`src/pkg/tocc_pkg.sv`:
```
// Constants and carrier types for the timer output compare control block.
// Assumes an 8-bit register port with 6-bit byte addresses and one bus clock.
package tocc_pkg;
  // Register offsets
  localparam logic [5:0] ADDR_FORCE = 6'h01;
  localparam logic [5:0] ADDR_CNT_HI = 6'h04;
  localparam logic [5:0] ADDR_CNT_LO = 6'h05;
  localparam logic [5:0] ADDR_SYS_CTRL1 = 6'h06;
  localparam logic [5:0] ADDR_OVF_TOGGLE = 6'h07;
  localparam logic [5:0] ADDR_ACT_UPPER = 6'h08;
  localparam logic [5:0] ADDR_ACT_LOWER = 6'h09;
  localparam logic [5:0] ADDR_CHAN_FLAGS = 6'h0e;
  localparam logic [5:0] ADDR_OVF_FLAGS = 6'h0f;
  localparam logic [5:0] ADDR_CHAN_FIRST = 6'h10;
  localparam logic [5:0] ADDR_CHAN_LAST = 6'h1f;
  localparam logic [5:0] ADDR_ACC_CNT_HI = 6'h22;
  localparam logic [5:0] ADDR_ACC_CNT_LO = 6'h23;
  // Control register field positions, overflow flag bit and control read mask
  localparam int BIT_COUNT_EN = 7;
  localparam int BIT_STOP_WAIT = 6;
  localparam int BIT_STOP_FRZ = 5;
  localparam int BIT_FAST_CLR = 4;
  localparam int BIT_PREC_SEL = 3;
  localparam int BIT_OVF_FLAG = 7;
  localparam logic [7:0] CTRL_WR_MASK = 8'hf8;
  // Reset values
  localparam logic [7:0] RST_CTRL = 8'h00;
  localparam logic [7:0] RST_TOGGLE = 8'h00;
  localparam logic [15:0] RST_ACTION = 16'h0000;
  // Timing counts
  localparam logic [5:0] DIV64_LAST = 6'h3f;

  typedef struct packed {
    logic [5:0] addr;
    logic [7:0] wdata;
    logic wr;
    logic rd;
  } tocc_bus_t;

  typedef struct packed {
    logic [7:0] compare_match;
    logic overflow;
  } tocc_event_t;
endpackage

```
`src/core/tocc_core.sv`:
```
// Control part of an 8-channel 16-bit timer: enables, prescaler, fast flag clear,
// toggle-on-overflow and compare output actions with channel 7 override.
// Assumes counter, flags and capture logic sit outside, on the same bus clock.
//
// Notes on behaviour
// - Count enable low halts timer and counter; high runs normally.
// - Divide-by-64 accumulator clock comes straight from the bus clock; absent when timer inactive.
// - Stop-in-wait plus wait mode halts timer and accumulator clock.
// - Stop-in-freeze halts counter in freeze; accumulator clock keeps running.
// - Fast clear off: data accesses never clear flags.
// - Fast clear on: capture read or compare write clears that channel flag.
// - Fast clear on: any counter byte access clears overflow flag.
// - Fast clear on: accumulator count access clears both accumulator flags.
// - Precision select picks legacy three-bit field or full precision prescaler.
// - Precision select takes only its first write after reset.
// - Toggle-on-overflow inverts compare-mode channel output at each overflow.
// - Overflow toggle beats forced action; channel 7 override beats toggle.
// - Action pair: 00 none, 01 toggle, 10 low, 11 high.
// - Nonzero action pair makes the pin an output of compare logic.
// - Pin driven only while its disconnect bit is clear.
// - Override priority applies only with channel 7 and x in compare mode.
// - Masked channel with earlier own match sees both events at each match.
// - Mask 7 set: channel 7 follows data bit; equal match takes data bit.
// - Channel 7 event copies override data to masked channels 6 to 0.
// - Mode select bit: 0 input capture, 1 output compare.
// - Flag cleared by writing one while timer or accumulator enabled.
`timescale 1ns/1ps
module tocc_core (
  // Clock and reset
  input logic ref_clk_i,
  input logic rst_i,
  // Register port
  input tocc_pkg::tocc_bus_t bus_i,
  output logic [7:0] rdata_o,
  // System modes and neighbouring registers
  input logic wait_mode_i,
  input logic freeze_mode_i,
  input logic accum_enable_i,
  input logic [7:0] channel_mode_select_i,
  input logic [7:0] override_mask_i,
  input logic [7:0] override_data_i,
  input logic [7:0] pin_disconnect_bit_i,
  input logic [2:0] legacy_prescaler_field_i,
  input logic [7:0] precision_prescaler_register_i,
  // Counter and compare events
  input tocc_pkg::tocc_event_t event_i,
  // Timing enables
  output logic count_tick_o,
  output logic div64_tick_o,
  output logic timer_run_o,
  output logic accum_run_o,
  // Flag clear pulses
  output logic [7:0] channel_flag_clr_o,
  output logic overflow_flag_clr_o,
  output logic accum_overflow_flag_clr_o,
  output logic accum_input_flag_clr_o,
  // Timer port pins
  output logic [7:0] channel_pin_o,
  output logic [7:0] channel_pin_oe_o
);
  logic [7:0] ctrl_q;
  logic [7:0] toggle_q;
  logic [15:0] action_q;
  logic prec_lock_q;
  logic [7:0] rdata_q;
  logic [7:0] presc_q;
  logic [5:0] div64_q;
  logic count_tick_q;
  logic div64_tick_q;
  logic timer_run_q;
  logic accum_run_q;
  logic [7:0] chan_clr_q;
  logic ovf_clr_q;
  logic acc_clr_q;
  logic [7:0] force_q;
  logic [7:0] pin_q;
  logic [7:0] oe_q;
  logic wait_stop;
  logic timer_active;
  logic counter_run;
  logic [7:0] presc_last;
  logic fast;
  logic chan_hit;
  logic cnt_hit;
  logic acc_hit;
  logic flag_wr_ok;
  logic [2:0] chan_idx;
  logic [7:0] chan_fast;
  logic ev7;

  assign wait_stop = wait_mode_i & ctrl_q[tocc_pkg::BIT_STOP_WAIT];
  assign timer_active = ctrl_q[tocc_pkg::BIT_COUNT_EN] & ~wait_stop;
  assign counter_run = timer_active & ~(freeze_mode_i & ctrl_q[tocc_pkg::BIT_STOP_FRZ]);

  // Legacy field is a power of two; precision register divides by value plus one
  always_comb begin
    if (ctrl_q[tocc_pkg::BIT_PREC_SEL]) begin
      presc_last = precision_prescaler_register_i;
    end else begin
      presc_last = 8'((9'h001 << legacy_prescaler_field_i) - 9'h001);
    end
  end

  // Register writes
  always_ff @(posedge ref_clk_i or posedge rst_i) begin
    if (rst_i) begin
      ctrl_q <= tocc_pkg::RST_CTRL;
      toggle_q <= tocc_pkg::RST_TOGGLE;
      action_q <= tocc_pkg::RST_ACTION;
      prec_lock_q <= 1'b0;
    end else if (bus_i.wr) begin
      unique case (bus_i.addr)
        tocc_pkg::ADDR_SYS_CTRL1: begin
          ctrl_q[7:4] <= bus_i.wdata[7:4];
          if (!prec_lock_q) begin
            ctrl_q[tocc_pkg::BIT_PREC_SEL] <= bus_i.wdata[tocc_pkg::BIT_PREC_SEL];
          end
          prec_lock_q <= 1'b1;
        end
        tocc_pkg::ADDR_OVF_TOGGLE: toggle_q <= bus_i.wdata;
        tocc_pkg::ADDR_ACT_UPPER: action_q[15:8] <= bus_i.wdata;
        tocc_pkg::ADDR_ACT_LOWER: action_q[7:0] <= bus_i.wdata;
        default: ;
      endcase
    end
  end

  // Read data stands for the single cycle after the strobe
  always_ff @(posedge ref_clk_i or posedge rst_i) begin
    if (rst_i) begin
      rdata_q <= 8'h00;
    end else if (bus_i.rd) begin
      unique case (bus_i.addr)
        tocc_pkg::ADDR_SYS_CTRL1: rdata_q <= ctrl_q & tocc_pkg::CTRL_WR_MASK;
        tocc_pkg::ADDR_OVF_TOGGLE: rdata_q <= toggle_q;
        tocc_pkg::ADDR_ACT_UPPER: rdata_q <= action_q[15:8];
        tocc_pkg::ADDR_ACT_LOWER: rdata_q <= action_q[7:0];
        default: rdata_q <= 8'h00;
      endcase
    end else begin
      rdata_q <= 8'h00;
    end
  end

  // Prescaler; restarts from zero when halted, so first period after a halt is full
  always_ff @(posedge ref_clk_i or posedge rst_i) begin
    if (rst_i) begin
      presc_q <= 8'h00;
      count_tick_q <= 1'b0;
    end else if (!counter_run) begin
      presc_q <= 8'h00;
      count_tick_q <= 1'b0;
    end else if (presc_q >= presc_last) begin
      presc_q <= 8'h00;
      count_tick_q <= 1'b1;
    end else begin
      presc_q <= presc_q + 8'h01;
      count_tick_q <= 1'b0;
    end
  end

  // Accumulator clock ignores freeze but dies with the timer
  always_ff @(posedge ref_clk_i or posedge rst_i) begin
    if (rst_i) begin
      div64_q <= 6'h00;
      div64_tick_q <= 1'b0;
    end else if (!timer_active) begin
      div64_q <= 6'h00;
      div64_tick_q <= 1'b0;
    end else begin
      div64_q <= div64_q + 6'h01;
      div64_tick_q <= (div64_q == tocc_pkg::DIV64_LAST);
    end
  end

  always_ff @(posedge ref_clk_i or posedge rst_i) begin
    if (rst_i) begin
      timer_run_q <= 1'b0;
      accum_run_q <= 1'b0;
    end else begin
      timer_run_q <= counter_run;
      accum_run_q <= accum_enable_i & ~wait_stop;
    end
  end

  // Flag clearing by access side effect or by writing ones
  assign fast = ctrl_q[tocc_pkg::BIT_FAST_CLR];
  assign chan_idx = bus_i.addr[3:1];
  assign chan_hit = bus_i.addr >= tocc_pkg::ADDR_CHAN_FIRST
                    && bus_i.addr <= tocc_pkg::ADDR_CHAN_LAST;
  assign cnt_hit = bus_i.addr == tocc_pkg::ADDR_CNT_HI || bus_i.addr == tocc_pkg::ADDR_CNT_LO;
  assign acc_hit = bus_i.addr == tocc_pkg::ADDR_ACC_CNT_HI
                   || bus_i.addr == tocc_pkg::ADDR_ACC_CNT_LO;
  assign flag_wr_ok = ctrl_q[tocc_pkg::BIT_COUNT_EN] | accum_enable_i;

  always_comb begin
    chan_fast = 8'h00;
    if (fast && chan_hit) begin
      // Capture channels clear on read, compare channels on write
      if (channel_mode_select_i[chan_idx] ? bus_i.wr : bus_i.rd) begin
        chan_fast[chan_idx] = 1'b1;
      end
    end
  end

  always_ff @(posedge ref_clk_i or posedge rst_i) begin
    if (rst_i) begin
      chan_clr_q <= 8'h00;
      ovf_clr_q <= 1'b0;
      acc_clr_q <= 1'b0;
    end else begin
      chan_clr_q <= chan_fast
                    | ({8{bus_i.wr && flag_wr_ok && bus_i.addr == tocc_pkg::ADDR_CHAN_FLAGS}}
                       & bus_i.wdata);
      ovf_clr_q <= (fast && cnt_hit && (bus_i.rd || bus_i.wr))
                   || (bus_i.wr && flag_wr_ok && bus_i.addr == tocc_pkg::ADDR_OVF_FLAGS
                       && bus_i.wdata[tocc_pkg::BIT_OVF_FLAG]);
      acc_clr_q <= fast && acc_hit && (bus_i.rd || bus_i.wr);
    end
  end

  // Forced actions are strobed one cycle later, aligned with the pin stage
  always_ff @(posedge ref_clk_i or posedge rst_i) begin
    if (rst_i) begin
      force_q <= 8'h00;
    end else if (bus_i.wr && bus_i.addr == tocc_pkg::ADDR_FORCE) begin
      force_q <= bus_i.wdata;
    end else begin
      force_q <= 8'h00;
    end
  end

  // Channel 7 event: overflow with its toggle bit, or its own compare match
  assign ev7 = channel_mode_select_i[7]
               & ((event_i.overflow & toggle_q[7]) | event_i.compare_match[7]);

  for (genvar ch = 0; ch < 8; ch++) begin : g_chan
    logic om;
    logic ol;
    logic act;
    logic ovr;
    assign om = action_q[2 * ch + 1];
    assign ol = action_q[2 * ch];
    assign ovr = ev7 & override_mask_i[ch] & channel_mode_select_i[ch];
    // A compare on channel 7 with mask bit 7 set is replaced by the override
    assign act = event_i.compare_match[ch] | force_q[ch];

    always_ff @(posedge ref_clk_i or posedge rst_i) begin
      if (rst_i) begin
        pin_q[ch] <= 1'b0;
      end else if (channel_mode_select_i[ch]) begin
        if (ovr) begin
          pin_q[ch] <= override_data_i[ch];
        end else if (event_i.overflow && toggle_q[ch]) begin
          pin_q[ch] <= ~pin_q[ch];
        end else if (act && (om || ol)) begin
          // Own match of a masked channel still acts when it differs from channel 7
          pin_q[ch] <= om ? ol : ~pin_q[ch];
        end
      end
    end

    always_ff @(posedge ref_clk_i or posedge rst_i) begin
      if (rst_i) begin
        oe_q[ch] <= 1'b0;
      end else begin
        oe_q[ch] <= channel_mode_select_i[ch] & (om | ol) & ~pin_disconnect_bit_i[ch];
      end
    end
  end

  assign rdata_o = rdata_q;
  assign count_tick_o = count_tick_q;
  assign div64_tick_o = div64_tick_q;
  assign timer_run_o = timer_run_q;
  assign accum_run_o = accum_run_q;
  assign channel_flag_clr_o = chan_clr_q;
  assign overflow_flag_clr_o = ovf_clr_q;
  assign accum_overflow_flag_clr_o = acc_clr_q;
  assign accum_input_flag_clr_o = acc_clr_q;
  assign channel_pin_o = pin_q;
  assign channel_pin_oe_o = oe_q;
endmodule

```
`config.mk`:
```
export PLATFORM = sky130hd
export DESIGN_NAME = tocc_core
export DESIGN_NICKNAME = d
export VERILOG_FILES = /design/src/pkg/tocc_pkg.sv /design/src/core/tocc_core.sv
export SDC_FILE = /design/constraint.sdc
export NUM_CORES = 1
export LEC_CHECK = 0
export ABC_AREA = 1
export BUFFER_PORTS_ARGS = -buffer_cell sky130_fd_sc_hd__buf_2
export CORE_MARGIN = 1
export CORE_UTILIZATION = 54
export DETAILED_ROUTE_END_ITERATION = 6
export PLACE_DENSITY = 0.81
export SLEW_MARGIN = 10
export SYNTH_ARGS = -nofsm -noshare
export SYNTH_HDL_FRONTEND = slang
export SYNTH_SLANG_ARGS = --single-unit
```
`constraint.sdc`:
```
create_clock -name ref_clk_i -period 4.09 [get_ports ref_clk_i]
set_clock_uncertainty 0.05 [all_clocks]
set_input_delay 0.818 -clock ref_clk_i [delete_from_list [all_inputs] [get_ports ref_clk_i]]
set_output_delay 0.818 -clock ref_clk_i [all_outputs]
set_load 0.05 [all_outputs]
```
======== Yosys cells after proc, flatten, opt, wreduce, memory -nomap -nowiden ========
Cells that the tools add are included.
word-level totals
  flip-flop bits (word level) ............. 90
  logic and storage cells ................. 242
cells by class
  add/sub/neg operators ................... 3
  magnitude comparators ................... 5
  equal/unequal tests ..................... 12
  shift-type cells ........................ 1
  multiplexer cells ....................... 49
  bitwise logic cells ..................... 78
  reductions and logical operators ........ 61
operators by type and width
  kind                                                                              count
  8-bit 2-to-1 mux                                                                  7
  1-bit AND                                                                         39
  1-bit 2-to-1 mux                                                                  38
  8-bit one-hot mux with 4 select lines                                             1
  1-bit logical AND                                                                 28
  6-bit by 3-bit == test with 1-bit output, second input constant                   4
  6-bit by 4-bit == test with 1-bit output, second input constant                   4
  2-bit AND reduction                                                               12
  3-bit nonzero test                                                                8
  1-bit inverter                                                                    19
  6-bit == test, second input constant                                              3
  1-bit bitwise OR                                                                  18
  1-bit logical OR                                                                  12
  8-bit by 1-bit adder with 8-bit output, second input constant                     1
  8-bit AND                                                                         1
  8-bit >= comparator                                                               1
  8-bit bitwise OR                                                                  1
  1-bit by 3-bit left shift with 8-bit output, first input constant                 1
  8-bit by 1-bit subtractor with 8-bit output, second input constant                1
  6-bit by 1-bit adder with 6-bit output, second input constant                     1
  6-bit by 1-bit == test with 1-bit output, second input constant                   1
  6-bit by 5-bit >= comparator with 1-bit output, second input constant             1
  6-bit by 5-bit less-or-equal comparator with 1-bit output, second input constant  1
  6-bit 2-to-1 mux                                                                  1
  5 further kinds                                                                   5

======== Depth between registers and ports, before layout ========
  depth in word-level cells ............... 7
  gate-level depth with buffers ........... 11
  gate-level depth less buffers ........... 11

======== Worst setup path before layout ========
Ideal clock, no wire load.
  path kind ............................... input port to flip-flop
  start ................................... input legacy_prescaler_field_i[0]
  end ..................................... register presc_q[0]
  data arrival time ....................... 1.991 ns
  required time ........................... 3.964 ns
  slack ................................... 1.973 ns
  stages on the path ...................... 9
  buffers on the path ..................... 0
  cell sequence ........................... inv_1 > nor3_1 > a21oi_1 > ha_1 > nand2_1 > nor2_1 > nor3_1 > nand3_1 > nor2_1
between the ends
  longest elaborated chain between the ends .. 6
RTL lines
  item                                         RTL line          source
  start, declared                              tocc_core.sv:43   input logic [2:0] legacy_prescaler_field_i,
  1-bit by 3-bit left shift with 8-bit output  tocc_core.sv:100  presc_last = 8'((9'h001 << legacy_prescaler_field_i) - 9'h001);
  8-bit by 1-bit subtractor with 8-bit output  tocc_core.sv:100
  8-bit 2-to-1 mux                             tocc_core.sv:97   if (ctrl_q[tocc_pkg::BIT_PREC_SEL]) begin
  8-bit >= comparator                          tocc_core.sv:153  end else if (presc_q >= presc_last) begin
  8-bit 2-to-1 mux                             tocc_core.sv:153
  8-bit 2-to-1 mux                             tocc_core.sv:150  end else if (!counter_run) begin
  end signal, assigned                         tocc_core.sv:157  presc_q <= presc_q + 8'h01;
  end, declared                                tocc_core.sv:66   logic [7:0] presc_q;
Every way passes these cells.
A chain may end at the register's enable or synchronous reset.

======== Final worst setup path ========
  start ................................... register ctrl_q[3]
  end ..................................... register presc_q[0]
between the ends
  longest elaborated chain between the ends .. 4
RTL lines
  item                             RTL line          source
  start, declared                  tocc_core.sv:61   logic [7:0] ctrl_q;
  start signal, assigned           tocc_core.sv:107  ctrl_q <= tocc_pkg::RST_CTRL;
  start signal, assigned by index  tocc_core.sv:116  ctrl_q[tocc_pkg::BIT_PREC_SEL] <= bus_i.wdata[tocc_pkg::BIT_PREC_SEL];
  8-bit 2-to-1 mux                 tocc_core.sv:97
  8-bit >= comparator              tocc_core.sv:153
  8-bit 2-to-1 mux                 tocc_core.sv:153
  8-bit 2-to-1 mux                 tocc_core.sv:150
Every way passes these cells.

==> results.py <==
metrics = {
    "sta": {
        "finalSetupViolCount": 0,
        "hold_violations": 0,
        "rsz0062_at_grt": "false",
        "worstMarginPinSlew_ns": 0.780,
        "whs_ns": 0.413,
        "relSlewSlack_pct": 47.9,
        "setup_tns_ns": 0,
        "fin_crit_sh_pct": 56.2,
        "drv_slew": 0,
        "finalCriticalPeriod_ns": 2.30,
        "timing.fmax_ghz": 0.435,
    },
    "clock_network": {
        "clock_path_buffers": 2,
        "cts_tree": "yes",
        "cts-buffers-inserted": 9,
        "htreeDepth": 3,
        "clock_latency_ns": 0.36,
        "cts_resized": 0,
        "cts_sinks": 90,
        "cts.root.buffer_cell": "clkbuf_8",
        "cts_setup_buffers": 0,
        "cts_hold_buf": 0,
        "path_clk_slew_ns": 0.09,
    },
    "logic_synthesis": {
        "synth_commonest_cells": "nand2_1, dfrtp_1, nor2_1",
        "netlist.area_leader.share_pct": 49.0,
        "ys_ff_latch": 90,
        "synth_most_common_cell": "nand2_1",
        "ys.flop_type": "dfrtp_1",
        "synth_nets": 659,
        "synth_edf_count": 0,
        "netlist_area_mm2": 0.00460,
        "yosysTopAreaCell": "dfrtp_1",
        "synthCells": 576,
        "yosysUniqueCellTypes": 37,
        "avgSynthCellArea_um2": 7.99,
        "netlist_top_cells_area": "dfrtp_1, nand2_1, nor2_1, inv_1, nand3_1",
        "synth-async-reset-ratio_pct": 100,
        "synth.yosys.seq_area_share_pct": 49.0,
        "yosysWarnings": 0,
    },
    "floorplanning": {
        "initial_core_util_pct": 56.0,
        "dieArea_mm2": 0.00889,
        "die_h_um": 94.3,
        "placementRows": 33,
        "pin_count": 112,
        "core_mm2": 0.00822,
        "die_x_um": 94.3,
    },
    "detailed_routing": {
        "drt_iter0_drc": 250,
        "num_vias": 4249,
        "final_antenna_net_count": 0,
        "vias_per_cell": 5.30,
        "drtPass1Iterations": 5,
        "wirelength_um": 11400,
        "avgRoutedWirePerCell_um": 14.2,
        "post-route-drc-count": 0,
    },
    "place": {
        "dp_cells": 786,
        "post_dp_cell_area_mm2": 0.00524,
        "place.detailed.hpwl_um": 8780,
        "place.gp.congestion": 0.909,
        "port_buffers": 111,
    },
    "worst_hold_path": {
        "hold_class": "flip-flop to flip-flop",
        "hold_path_depth": 2,
        "hold_start": "prec_lock_q$_DFFE_PP0P_",
    },
    "cells_and_area": {
        "final_area_mm2": 0.00545,
        "multi_input_area_mm2": 0.00203,
        "layout.cells.non_filler": 802,
        "area_growth_pct": 18.6,
        "fillers": 719,
        "utilization_pct": 66.4,
        "ff_latch_area_mm2": 0.00225,
        "drive_gt1_share_pct": 22.4,
        "nets": 775,
        "antenna_cells": 0,
    },
    "worst_setup_path": {
        "cp.arrival_ns": 2.53,
        "rr_worst_depth": 8,
        "path_max_fanout": 11,
        "required_ns": 4.32,
        "cp-end-kind": "flip-flop",
        "worstReg2RegStart": "ctrl_q[3]$_DFFE_PP0P_",
        "crit_type": "flip-flop to flip-flop",
        "start_kind": "flip-flop",
        "cp-startpoint": "ctrl_q[3]$_DFFE_PP0P_",
    },
    "global_routing": {
        "antenna_found_initial": 0,
        "grt_pass1_wl_um": 18700,
        "grt_pass1_vias": 4219,
        "grt_usage_pct": 27.8,
        "grt-ovfl-total": 0,
        "grt_max_degree": 46,
    },
    "job": {
        "cap_violations": 0,
    },
    "outcome": {
        "status": "finished, final reports clean",
    },
    "pwr": {
        "leakagePower_nw": 2.92,
        "vdd_drop_max_mv": 0.267,
        "p_per_area_mw_per_mm2": 404,
    },
}
## per-stage QoR
stage	power (mW)	setup slack, ns
after floorplan	1.41	0.887
after global placement	1.55	1.72
after detailed placement	1.57	1.62
after CTS	2.21	1.81
after global routing	2.32	1.57
final	2.21	1.79
## per-layer routing
layer  vias up  GRT usage (%)  wire [µm]
met5         -              0          0
met3        25           5.50        685
li1       2083              -          -
met2       146           46.6       5530
met1      1995           35.3       4960
met4         0           10.6        237
## logic make-up after synthesis
kind of cell / Yosys count / share of synthesized area [%]
buffers and inverters: 73 / 6.80
AND/OR/NAND/NOR: 315 / 30.5
adder cells (fa/ha/maj): 10 / 2.72
flip-flops: 90 / 49.0
XOR/XNOR: 5 / 0.952
AO/OA/AOI/OAI: 83 / 10.1
## power by group
part	internal (mW)	total [mW]	switching [mW]
Clock	0.334	0.652	0.318
Combinational	0.149	0.509	0.360
Sequential	0.973	1.04	0.0710
Total	1.46	2.21	0.749
## worst paths after layout
kind | endpoint | slack, ns
worst max-delay path | presc_q[0]$_DFF_PP0_ | 1.79
worst min-delay path | prec_lock_q$_DFFE_PP0P_ | 0.41
worst max register to register | presc_q[0]$_DFF_PP0_ | 1.79
worst min register to register | prec_lock_q$_DFFE_PP0P_ | 0.41
max in group asynchronous | channel_pin_o[2]$_DFFE_PP0P_ | 2.68
min in group asynchronous | div64_q[4]$_DFF_PP0_ | 0.52
## state kept, by name, indices dropped and copies added (netlist names)
signal	cells
overflow_flag_clr_o	1
div64_tick_o	1
rdata_o	8
div64_q	6
action_q	16
timer_run_o	1
presc_q	8
channel_pin_o	8
ctrl_q	5
force_q	8
channel_flag_clr_o	8
accum_input_flag_clr_o	1
prec_lock_q	1
toggle_q	8
count_tick_o	1
accum_run_o	1
channel_pin_oe_o	8
## layout make-up
type / count / share of cell area (%)
clock inverters: 3 / 0.849
multi-input cells: 413 / 37.3
clock buffers: 13 / 3.10
repair buffers: 113 / 10.5
flip-flops and latches: 90 / 41.3
well taps: 105 / 2.41
inverters: 65 / 4.57
## layout by cell type, fill, tap and decap left out, types with 2 or more instances in the layout
master	instances
a211oi_1	2
a21oi_1	10
buf_2	111
buf_4	2
clkbuf_8	12
clkinv_2	2
dfrtp_1	90
ha_1	10
inv_1	60
inv_2	2
nand2_1	163
nand2_2	3
nand2_4	2
nand3_1	34
nand4_1	6
nor2_1	69
nor2_2	9
nor2_4	6
nor3_1	14
nor4_1	3
o211ai_1	7
o21a_1	3
o21ai_0	31
o21ai_1	25
o22ai_1	3
xnor2_1	2
xor2_1	3
## critical path, cell delays in order, from the launching register on
cell and delay, ns:
dfrtp_1 0.57, inv_1 0.17, o21ai_0 0.23, ha_1 0.28, a21oi_1 0.13, nor2_1 0.05, nor3_1 0.28, nand3_1 0.28
nor2_1 0.17
Power figures use the tool's default switching activity.
